### config.mk
export PLATFORM = sky130hd
export DESIGN_NAME = pll_core_clock_control
export DESIGN_NICKNAME = d
export VERILOG_FILES = /design/src/logic/clk_ctl_pkg.sv /design/src/logic/core_clock_divider.sv /design/src/logic/pll_core_clock_control.sv
export SDC_FILE = /design/constraint.sdc
export NUM_CORES = 1
export LEC_CHECK = 0
export ABC_AREA = 1
export BUFFER_PORTS_ARGS = -buffer_cell sky130_fd_sc_hd__buf_2
export CORE_MARGIN = 3
export CORE_UTILIZATION = 30
export DETAILED_ROUTE_END_ITERATION = 8
export GPL_ROUTABILITY_DRIVEN = 0
export PLACE_DENSITY = 0.57
export SLEW_MARGIN = 20
export SYNTH_ARGS = -nofsm -noshare
export SYNTH_HDL_FRONTEND = slang
export SYNTH_SLANG_ARGS = --single-unit
### constraint.sdc
create_clock -name pclk -period 3.1 [get_ports pclk]
set_input_delay 0.31 -clock pclk [delete_from_list [all_inputs] [get_ports pclk]]
set_output_delay 0.31 -clock pclk [all_outputs]
set_load 0.01 [all_outputs]
### src/logic/clk_ctl_pkg.sv
/*
  Shared constants for the loop clock control block: register index and
  byte address, field positions, reset values and divider encodings.
  Assumes a 32-bit APB bus with a 12-bit byte address.
*/
package clk_ctl_pkg;
  // register index as printed; byte address is four times it
  localparam logic [9:0] CTRL_INDEX = 10'h0D7;
  localparam logic [11:0] CTRL_ADDR = {CTRL_INDEX, 2'b00};
  localparam logic [7:0] CTRL_RESET = 8'h03;
  // field positions
  localparam int OSC_HALT_BIT = 7;
  localparam int LOCK_BIT = 6;
  localparam int LATCHED_PIN_BIT = 4;
  localparam int FAST_IRQ_BIT = 3;
  localparam int DIV_LSB = 0;
  localparam int DIV_W = 3;
  // divider codes
  localparam logic [2:0] DIV_DEFAULT = 3'h3;
  localparam logic [2:0] DIV_FAST = 3'h0;
  // loop clock to crystal ratio; counter counts 0 to ratio-1
  localparam logic [8:0] MOD_RATIO = 9'h180;
  localparam logic [8:0] MOD_LAST = MOD_RATIO - 9'h001;
  localparam int PHASE_W = 7;

  // loop ticks per core period minus one, as a low-bit mask
  function automatic logic [PHASE_W-1:0] div_mask(input logic [2:0] sel);
    div_mask = PHASE_W'((8'h01 << sel) - 8'h01);
  endfunction : div_mask
endpackage : clk_ctl_pkg

### src/logic/core_clock_divider.sv
/*
  Binary divider for the core clock enable. Counts loop clock ticks and
  pulses once per 2**sel ticks. Assumes loop_tick is a one-cycle pulse
  synchronous to pclk, one per loop clock period.
*/
module core_clock_divider (
  input wire logic pclk,
  input wire logic presetn,
  input wire logic loop_tick,
  input wire logic [2:0] div_sel,
  output logic core_tick
);
  localparam int PHASE_W = clk_ctl_pkg::PHASE_W;

  typedef struct packed {
    logic [clk_ctl_pkg::PHASE_W-1:0] phase;
    logic [2:0] sel;
    logic tick;
  } div_state_t;

  localparam div_state_t DIV_RESET = '{
    phase: '0, sel: clk_ctl_pkg::DIV_DEFAULT, tick: 1'b0};

  div_state_t state_reg;
  div_state_t state_next;
  logic boundary;

  // new selection only taken at a period end; free-running phase can make the first new period short
  always_comb
  begin
    state_next = state_reg;
    boundary = loop_tick && ((state_reg.phase &
      clk_ctl_pkg::div_mask(state_reg.sel)) ==
      clk_ctl_pkg::div_mask(state_reg.sel));
    state_next.phase = state_reg.phase + PHASE_W'(loop_tick);
    state_next.tick = boundary;
    if (boundary)
    begin
      state_next.sel = div_sel;
    end
  end

  always_ff @(posedge pclk or negedge presetn)
  begin
    if (!presetn)
      state_reg <= DIV_RESET;
    else
      state_reg <= state_next;
  end

  assign core_tick = state_reg.tick;
endmodule : core_clock_divider

### src/logic/pll_core_clock_control.sv
/*
  Loop clock control: the control register on APB, core clock divider
  selection, fast interrupt override, modulator clock enable, oscillator
  power-down policy, lock status and latched external access level.
  Assumes the analog loop supplies loop_tick (one pulse per loop clock
  period) and lock_detect, both synchronous to pclk; the core supplies
  irq_active while servicing an interrupt and power_down in power-down.
*/
// Added by the designer: register access over APB.
// Overview of operation
// - loop runs at 384 times the crystal
// - core clock is loop divided by 2**code
// - after reset divider code is three
// - modulator clock at crystal rate, core aligned
// - read-only lock bit 6 shows tracking
// - bit 4 reads access pin caught at reset
// - fast-interrupt bit forces full speed in service
// - bit 7 halts oscillator in power-down
module pll_core_clock_control (
  input wire logic pclk,
  input wire logic presetn,
  input wire logic psel,
  input wire logic penable,
  input wire logic pwrite,
  input wire logic [11:0] paddr,
  input wire logic [31:0] pwdata,
  output logic [31:0] prdata,
  output logic pready,
  output logic pslverr,
  input wire logic loop_tick,
  input wire logic lock_detect,
  input wire logic external_access_pin,
  input wire logic irq_active,
  input wire logic power_down,
  output logic core_clk_en,
  output logic mod_clk_en,
  output logic osc_enable
);
  typedef struct packed {
    logic [2:0] cd;
    logic fast_irq_full_speed;
    logic osc_halt_in_powerdown;
    logic lock;
    logic latched_ext_access_pin;
    logic pin_taken;
    logic written;
    logic [8:0] mod_cnt;
    logic mod_tick;
    logic osc_en;
    logic [2:0] sel;
    logic [31:0] rdata;
    logic ready;
    logic err;
  } ctl_state_t;

  localparam ctl_state_t CTL_RESET = '{
    cd: clk_ctl_pkg::CTRL_RESET[clk_ctl_pkg::DIV_LSB +: clk_ctl_pkg::DIV_W],
    fast_irq_full_speed:
      clk_ctl_pkg::CTRL_RESET[clk_ctl_pkg::FAST_IRQ_BIT],
    osc_halt_in_powerdown:
      clk_ctl_pkg::CTRL_RESET[clk_ctl_pkg::OSC_HALT_BIT],
    lock: 1'b0,
    latched_ext_access_pin: 1'b0,
    pin_taken: 1'b0,
    written: 1'b0,
    mod_cnt: '0,
    mod_tick: 1'b0,
    osc_en: 1'b1,
    sel: clk_ctl_pkg::DIV_DEFAULT,
    rdata: '0,
    ready: 1'b0,
    err: 1'b0};

  ctl_state_t state_reg;
  ctl_state_t state_next;
  logic hit;
  logic setup;
  logic wr_take;
  logic [7:0] ctrl_view;
  logic core_tick;

  // bus decode; setup phase is psel with penable low
  assign hit = (paddr == clk_ctl_pkg::CTRL_ADDR);
  assign setup = psel && !penable;
  assign wr_take = psel && penable && state_reg.ready && pwrite && hit;

  // register image as software reads it; bit 5 reads zero
  always_comb
  begin
    ctrl_view = 8'h00;
    ctrl_view[clk_ctl_pkg::OSC_HALT_BIT] = state_reg.osc_halt_in_powerdown;
    ctrl_view[clk_ctl_pkg::LOCK_BIT] = state_reg.lock;
    ctrl_view[clk_ctl_pkg::LATCHED_PIN_BIT] =
      state_reg.latched_ext_access_pin;
    ctrl_view[clk_ctl_pkg::FAST_IRQ_BIT] = state_reg.fast_irq_full_speed;
    ctrl_view[clk_ctl_pkg::DIV_LSB +: clk_ctl_pkg::DIV_W] = state_reg.cd;
  end

  // all next-state logic of the block apart from the core divider
  always_comb
  begin
    state_next = state_reg;
    // zero wait states: answer is ready in every access phase
    state_next.ready = setup;
    state_next.err = setup && !hit;
    state_next.rdata = (setup && !pwrite && hit) ? {24'h000000, ctrl_view}
      : 32'h00000000;
    // lock and latched pin bits ignore writes
    if (wr_take)
    begin
      state_next.cd =
        pwdata[clk_ctl_pkg::DIV_LSB +: clk_ctl_pkg::DIV_W];
      state_next.fast_irq_full_speed =
        pwdata[clk_ctl_pkg::FAST_IRQ_BIT];
      state_next.osc_halt_in_powerdown =
        pwdata[clk_ctl_pkg::OSC_HALT_BIT];
      state_next.written = 1'b1;
    end
    state_next.lock = lock_detect;
    // pin level caught once, on the first edge after reset release
    if (!state_reg.pin_taken)
    begin
      state_next.latched_ext_access_pin = external_access_pin;
      state_next.pin_taken = 1'b1;
    end
    // full speed while an interrupt is serviced, if enabled
    state_next.sel = (state_reg.fast_irq_full_speed && irq_active) ?
      clk_ctl_pkg::DIV_FAST : state_reg.cd;
    // 384 loop ticks per crystal period; 384 is a multiple of every
    // divider so every modulator edge falls on a core edge
    state_next.mod_tick = loop_tick &&
      (state_reg.mod_cnt == clk_ctl_pkg::MOD_LAST);
    if (loop_tick)
    begin
      state_next.mod_cnt = (state_reg.mod_cnt == clk_ctl_pkg::MOD_LAST) ?
        9'h000 : state_reg.mod_cnt + 9'h001;
    end
    // oscillator stops only in power-down with the halt bit set
    state_next.osc_en =
      !(power_down && state_reg.osc_halt_in_powerdown);
  end

  always_ff @(posedge pclk or negedge presetn)
  begin
    if (!presetn)
      state_reg <= CTL_RESET;
    else
      state_reg <= state_next;
  end

  // divider keeps its own phase counter in step with mod_cnt
  core_clock_divider u_div (
    .pclk(pclk),
    .presetn(presetn),
    .loop_tick(loop_tick),
    .div_sel(state_reg.sel),
    .core_tick(core_tick)
  );

  assign prdata = state_reg.rdata;
  assign pready = state_reg.ready;
  assign pslverr = state_reg.err;
  assign core_clk_en = core_tick; // flop inside the divider
  assign mod_clk_en = state_reg.mod_tick;
  assign osc_enable = state_reg.osc_en;
endmodule : pll_core_clock_control

Word-level counts from Yosys, hierarchy flattened
Index checks and enable logic that the tools add are counted.

Bits in registers: 43. Latch bits: 0. Bits in writable memories: 0. Bits in read-only memories: 0. Output and inout bits: 37. Word-level logic and storage cells: 43. Memories kept: 0.

$add $sub $neg: 3. $mul: 0. Div/mod/pow operators: 0. $lt $le $gt $ge: 0. Eq/ne operators: 3. Shifts and indexed selects: 1. Mux-type cells: 3. Bitwise gates (word level): 1. Reductions and logical operators: 16.

Operator list (count): equality test 12 x 10 -> 1 bit (second input constant) (1); logical AND 1 bit (12); adder 9 x 1 -> 9 bit (second input constant) (1); equality test 9 bit (second input constant) (1); 2-to-1 mux 9 bit (1); 2-to-1 mux 8 bit (1); adder 7 x 1 -> 7 bit (1); AND 7 bit (1); equality test 7 bit (1); left shift 1 x 3 -> 7 bit (first input constant) (1); subtractor 7 x 1 -> 7 bit (second input constant) (1); logical NOT 1 bit (4); 2-to-1 mux 3 bit (1).

Logic depth before layout (Yosys ltp)
Depth after elaboration: 5. Gate-level depth with buffers: 9.

Cells and area by module
Synthesis repeated with hierarchy kept, for this count alone.

Cells, all modules: 223. Area, all modules: 2054.5 um^2.

By module, submodules not included: pll_core_clock_control (times used 1, cells each 174, area an instance 1557.7 um^2); core_clock_divider (times used 1, cells each 49, area an instance 496.7 um^2).

Worst setup path after synthesis
OpenSTA, ideal clock, no wires.

Kind: register to register. Start: reg state_reg[39] in the netlist's numbering. End: reg state_reg[46] in the netlist's numbering. Library setup time: 0.117 ns. Data arrival time: 1.051 ns. Data required time: 2.983 ns. Slack: 1.932 ns. Cell stages (with the launch flop): 9. Buffers on the path: 0. Cell sequence: dfrtp_1 -> ha_1 -> nand3_1 -> nor2_1 -> inv_1 -> nor2_2 -> inv_1 -> nand2_1 -> nor2_1.

Longest elaborated chain between the ends: 2. Elaborated cells on any way between the ends: 3. Those cells by class: 1 x add/sub; 1 x eq/ne; 1 x mux.

Ends and longest elaborated chain: start: declaration (line pll_core_clock_control.sv:74) `ctl_state_t state_reg;`; start signal: assignment (line pll_core_clock_control.sv:148) `state_reg <= state_next;`; adder 9 x 1 -> 9 bit or equality test 9 bit (tied branches) (line pll_core_clock_control.sv:136, pll_core_clock_control.sv:135); 2-to-1 mux 9 bit * (line pll_core_clock_control.sv:135) `state_next.mod_cnt = (state_reg.mod_cnt == clk_ctl_pkg::MOD_LAST) ?`.

Mark *: on every way between the ends. The rest lies on a longest branch, timed or not. A chain may end at the register's enable or synchronous reset.

Worst setup path in the final report
Start: reg state_reg[39] in the netlist's numbering. End: reg state_reg[44] in the netlist's numbering.

Same word-level chain as after synthesis.

==> flow_summary.json <==
{
  "outcome": "completed",
  "die_h_um": 87.8,
  "finalSetupTns_ns": 0,
  "n_antenna_cell": 0,
  "track_usage": 0.0855,
  "die-width_um": 87.8,
  "start_util": 0.313,
  "worst_slew_pin_slew_ns": 0.915,
  "cp_data_arrival_time_ns": 1.52,
  "synthesis.area_um2": 2010,
  "std_cell_rows": 29,
  "ant_nets": 0,
  "synth_cell_types": 24,
  "drc_errors": 0,
  "r2r_slack_ns": 1.76,
  "async_flop_share": 1.00,
  "ctsLongestPathBuffers": 2,
  "drive_gt1_frac": 0.222,
  "dp_hpwl_um": 2300,
  "min_path_cells": 1,
  "cts_buffers": 5,
  "end_kind": "flip-flop",
  "portBuffers": 38,
  "synth_area_per_cell_um2": 9.35,
  "p_comb_frac": 0.184,
  "synth_area_leaders": "dfrtp_1 44%, buf_4 12%, dfstp_2 9.2%",
  "cts_resized": 0,
  "postCtsHoldBufs": 0,
  "drt_iter0_drc": 69,
  "nFillCells": 682,
  "ir_drop_mv": 0.151,
  "overflow": 0,
  "critical_path_class": "reg2reg",
  "start_kind": "flip-flop",
  "rr_startpoint": "state_reg[39]",
  "synth_flop_cell": "dfrtp_1",
  "fin_nets": 308,
  "p_switching_w": 0.000379,
  "setup_slack_ns": 1.76,
  "rr_worst_depth": 8,
  "pre_cts_ws_ns": 1.71,
  "p_leak_nw": 1.17,
  "yosysWarnings": 0,
  "holdPathEnd": "ctrl_view[6]",
  "first_global_vias": 1231,
  "grt_max_degree": 43,
  "cts_setup_buffers": 0,
  "synth_top_area_frac": 0.436,
  "cts-htree-levels": 2,
  "io_pins": 91,
  "timing.final.crit_share": 0.431,
  "syn2layout_area_growth_pct": 10.5,
  "dr_total_vias": 1308,
  "dr.pass1.iters": 4,
  "total_power_w": 0.00129,
  "relSlewSlack": 0.390,
  "syn-instance-count": 215,
  "yosysTopAreaCell": "dfrtp_1",
  "period_needed_ns": 1.34,
  "max_freq_ghz": 0.748,
  "p_clk_frac": 0.252,
  "hold_viol_final": 0,
  "drt-vias-per-instance": 3.98,
  "cts.reportedPaths.clkPinSlew_ns": 0.08,
  "hold_class": "in2reg",
  "power.internal_w": 0.000909,
  "seq_power_share": 0.565,
  "grt_pass1_wl_um": 5250,
  "maxCapViolCount": 0,
  "netlist_top_cells_count": "42 x nand2_1, 35 x dfrtp_1, 32 x buf_4",
  "drt_wl_total_um": 3030,
  "hold_start": "lock_detect",
  "whs_ns": 0.132,
  "tritoncts": "built",
  "synth_seq_cells": 42,
  "switching_share": 0.294,
  "wl_per_cell_um": 9.21,
  "required_ns": 3.28,
  "synth_edf_count": 0,
  "synth.most_common_cell": "nand2_1",
  "final.setup_skew_ns": 0.00518,
  "clock_sinks": 42,
  "clk_latency_ns": 0.28,
  "largest_reg_flops": 13,
  "setup_viol": 0,
  "core_um2": 6420,
  "die_area_um2": 7720,
  "slew_violations": 0,
  "root_buffer": "clkbuf_8",
  "seq_area_frac_synth": 0.527,
  "antenna_found_initial": 0,
  "rsz0062_at_grt": "no",
  "r2r-end": "state_reg[44]",
  "crit_fanout": 4,
  "p_per_area_nw_per_um2": 580
}
==> per-stage QoR <==
step / cell area [um^2] / instances / utilization
finish: 2220 / 329 / 0.346
global route: 2220 / 329 / 0.346
CTS: 2220 / 329 / 0.346
detailed placement: 2140 / 321 / 0.333
global placement: 2140 / 321 / 0.333
floorplan: 2100 / 239 / -
==> routing by layer <==
layer | vias up | routed length (um) | track usage | share of wire
li1 | 679 | - | - | -
met1 | 585 | 1350 | 0.101 | 0.45
met2 | 40 | 1420 | 0.140 | 0.47
met5 | - | 0 | 0 | 0
met4 | 0 | 30 | 0.0321 | 0.0099
met3 | 4 | 231 | 0.0339 | 0.076
==> worst max-delay path by stage <==
stage,startpoint,endpoint,slack [ns],cells past startpoint
final,state_reg[39],state_reg[44],1.76,8
after global routing,state_reg[39],state_reg[46],1.56,8
after CTS,state_reg[39],state_reg[46],1.74,8
after detailed placement,loop_tick,u_div.state_reg[10],1.71,6
after global placement,loop_tick,u_div.state_reg[10],1.73,6
after floorplan,state_reg[39],state_reg[46],1.93,8
==> power by group through the flow <==
| stage | Sequential, W | Combinational (W) | Clock [W] |
|---|---|---|---|
| after floorplan | 0.000721 | 0.000207 | 0 |
| after global placement | 0.000738 | 0.000235 | 0 |
| after detailed placement | 0.000737 | 0.000244 | 0 |
| after CTS | 0.000729 | 0.000243 | 0.000348 |
| after global routing | 0.000745 | 0.000284 | 0.000363 |
| final | 0.000728 | 0.000237 | 0.000324 |
==> kinds of logic (layout without fill, tap and decap cells) <==
| kind of cell | after synthesis | after routing | share of synthesized area |
|---|---|---|---|
| DFF | 42 | 42 | 0.527 |
| muxes | 1 | 1 | 0.00560 |
| xor gates and xnor gates | 9 | 9 | 0.0392 |
| AOI/OAI and AO/OA | 8 | 8 | 0.0212 |
| adders and majority gates | 3 | 3 | 0.0187 |
| buffers and inverters | 59 | 72 | 0.171 |
| other | 2 | 26 | 0.00374 |
| and+or+nand+nor | 91 | 91 | 0.214 |
==> final cells by class <==
cell class,count,area [um^2],share of cell area
sequential,42,1060,0.477
multi-input combinational,138,697,0.314
timing repair buffer,38,190,0.0856
inverter,26,97.6,0.0439
tap,77,96.3,0.0434
clock buffer,8,80.1,0.0361
==> worst max-delay path, stage by stage (launching register included) <==
cell	delay [ns]
dfrtp_1	0.40
ha_1	0.21
nand3_1	0.09
nor2_1	0.14
inv_1	0.07
nor2_2	0.15
inv_1	0.08
nand2_1	0.06
nor2_1	0.04
==> layout by cell type, fill, tap and decap left out <==
cell      count
nand2_1      42
dfstp_2       7
a21oi_1       5
a21boi_0      1
nor2_4        1
buf_2        38
o21ai_0       2
nand4_1      10
xnor2_1       4
xor2_1        5
nor2_1       23
ha_1          3
nor3_1        1
nor3_4        1
mux2_2        1
conb_1       26
nand3_2       1
nor2_2        1
nor3b_1       1
dfrtp_1      35
clkbuf_1      3
nand3_1       9
clkbuf_8      5
nand4_4       1
inv_1        26
Power figures use the tool's default switching activity.
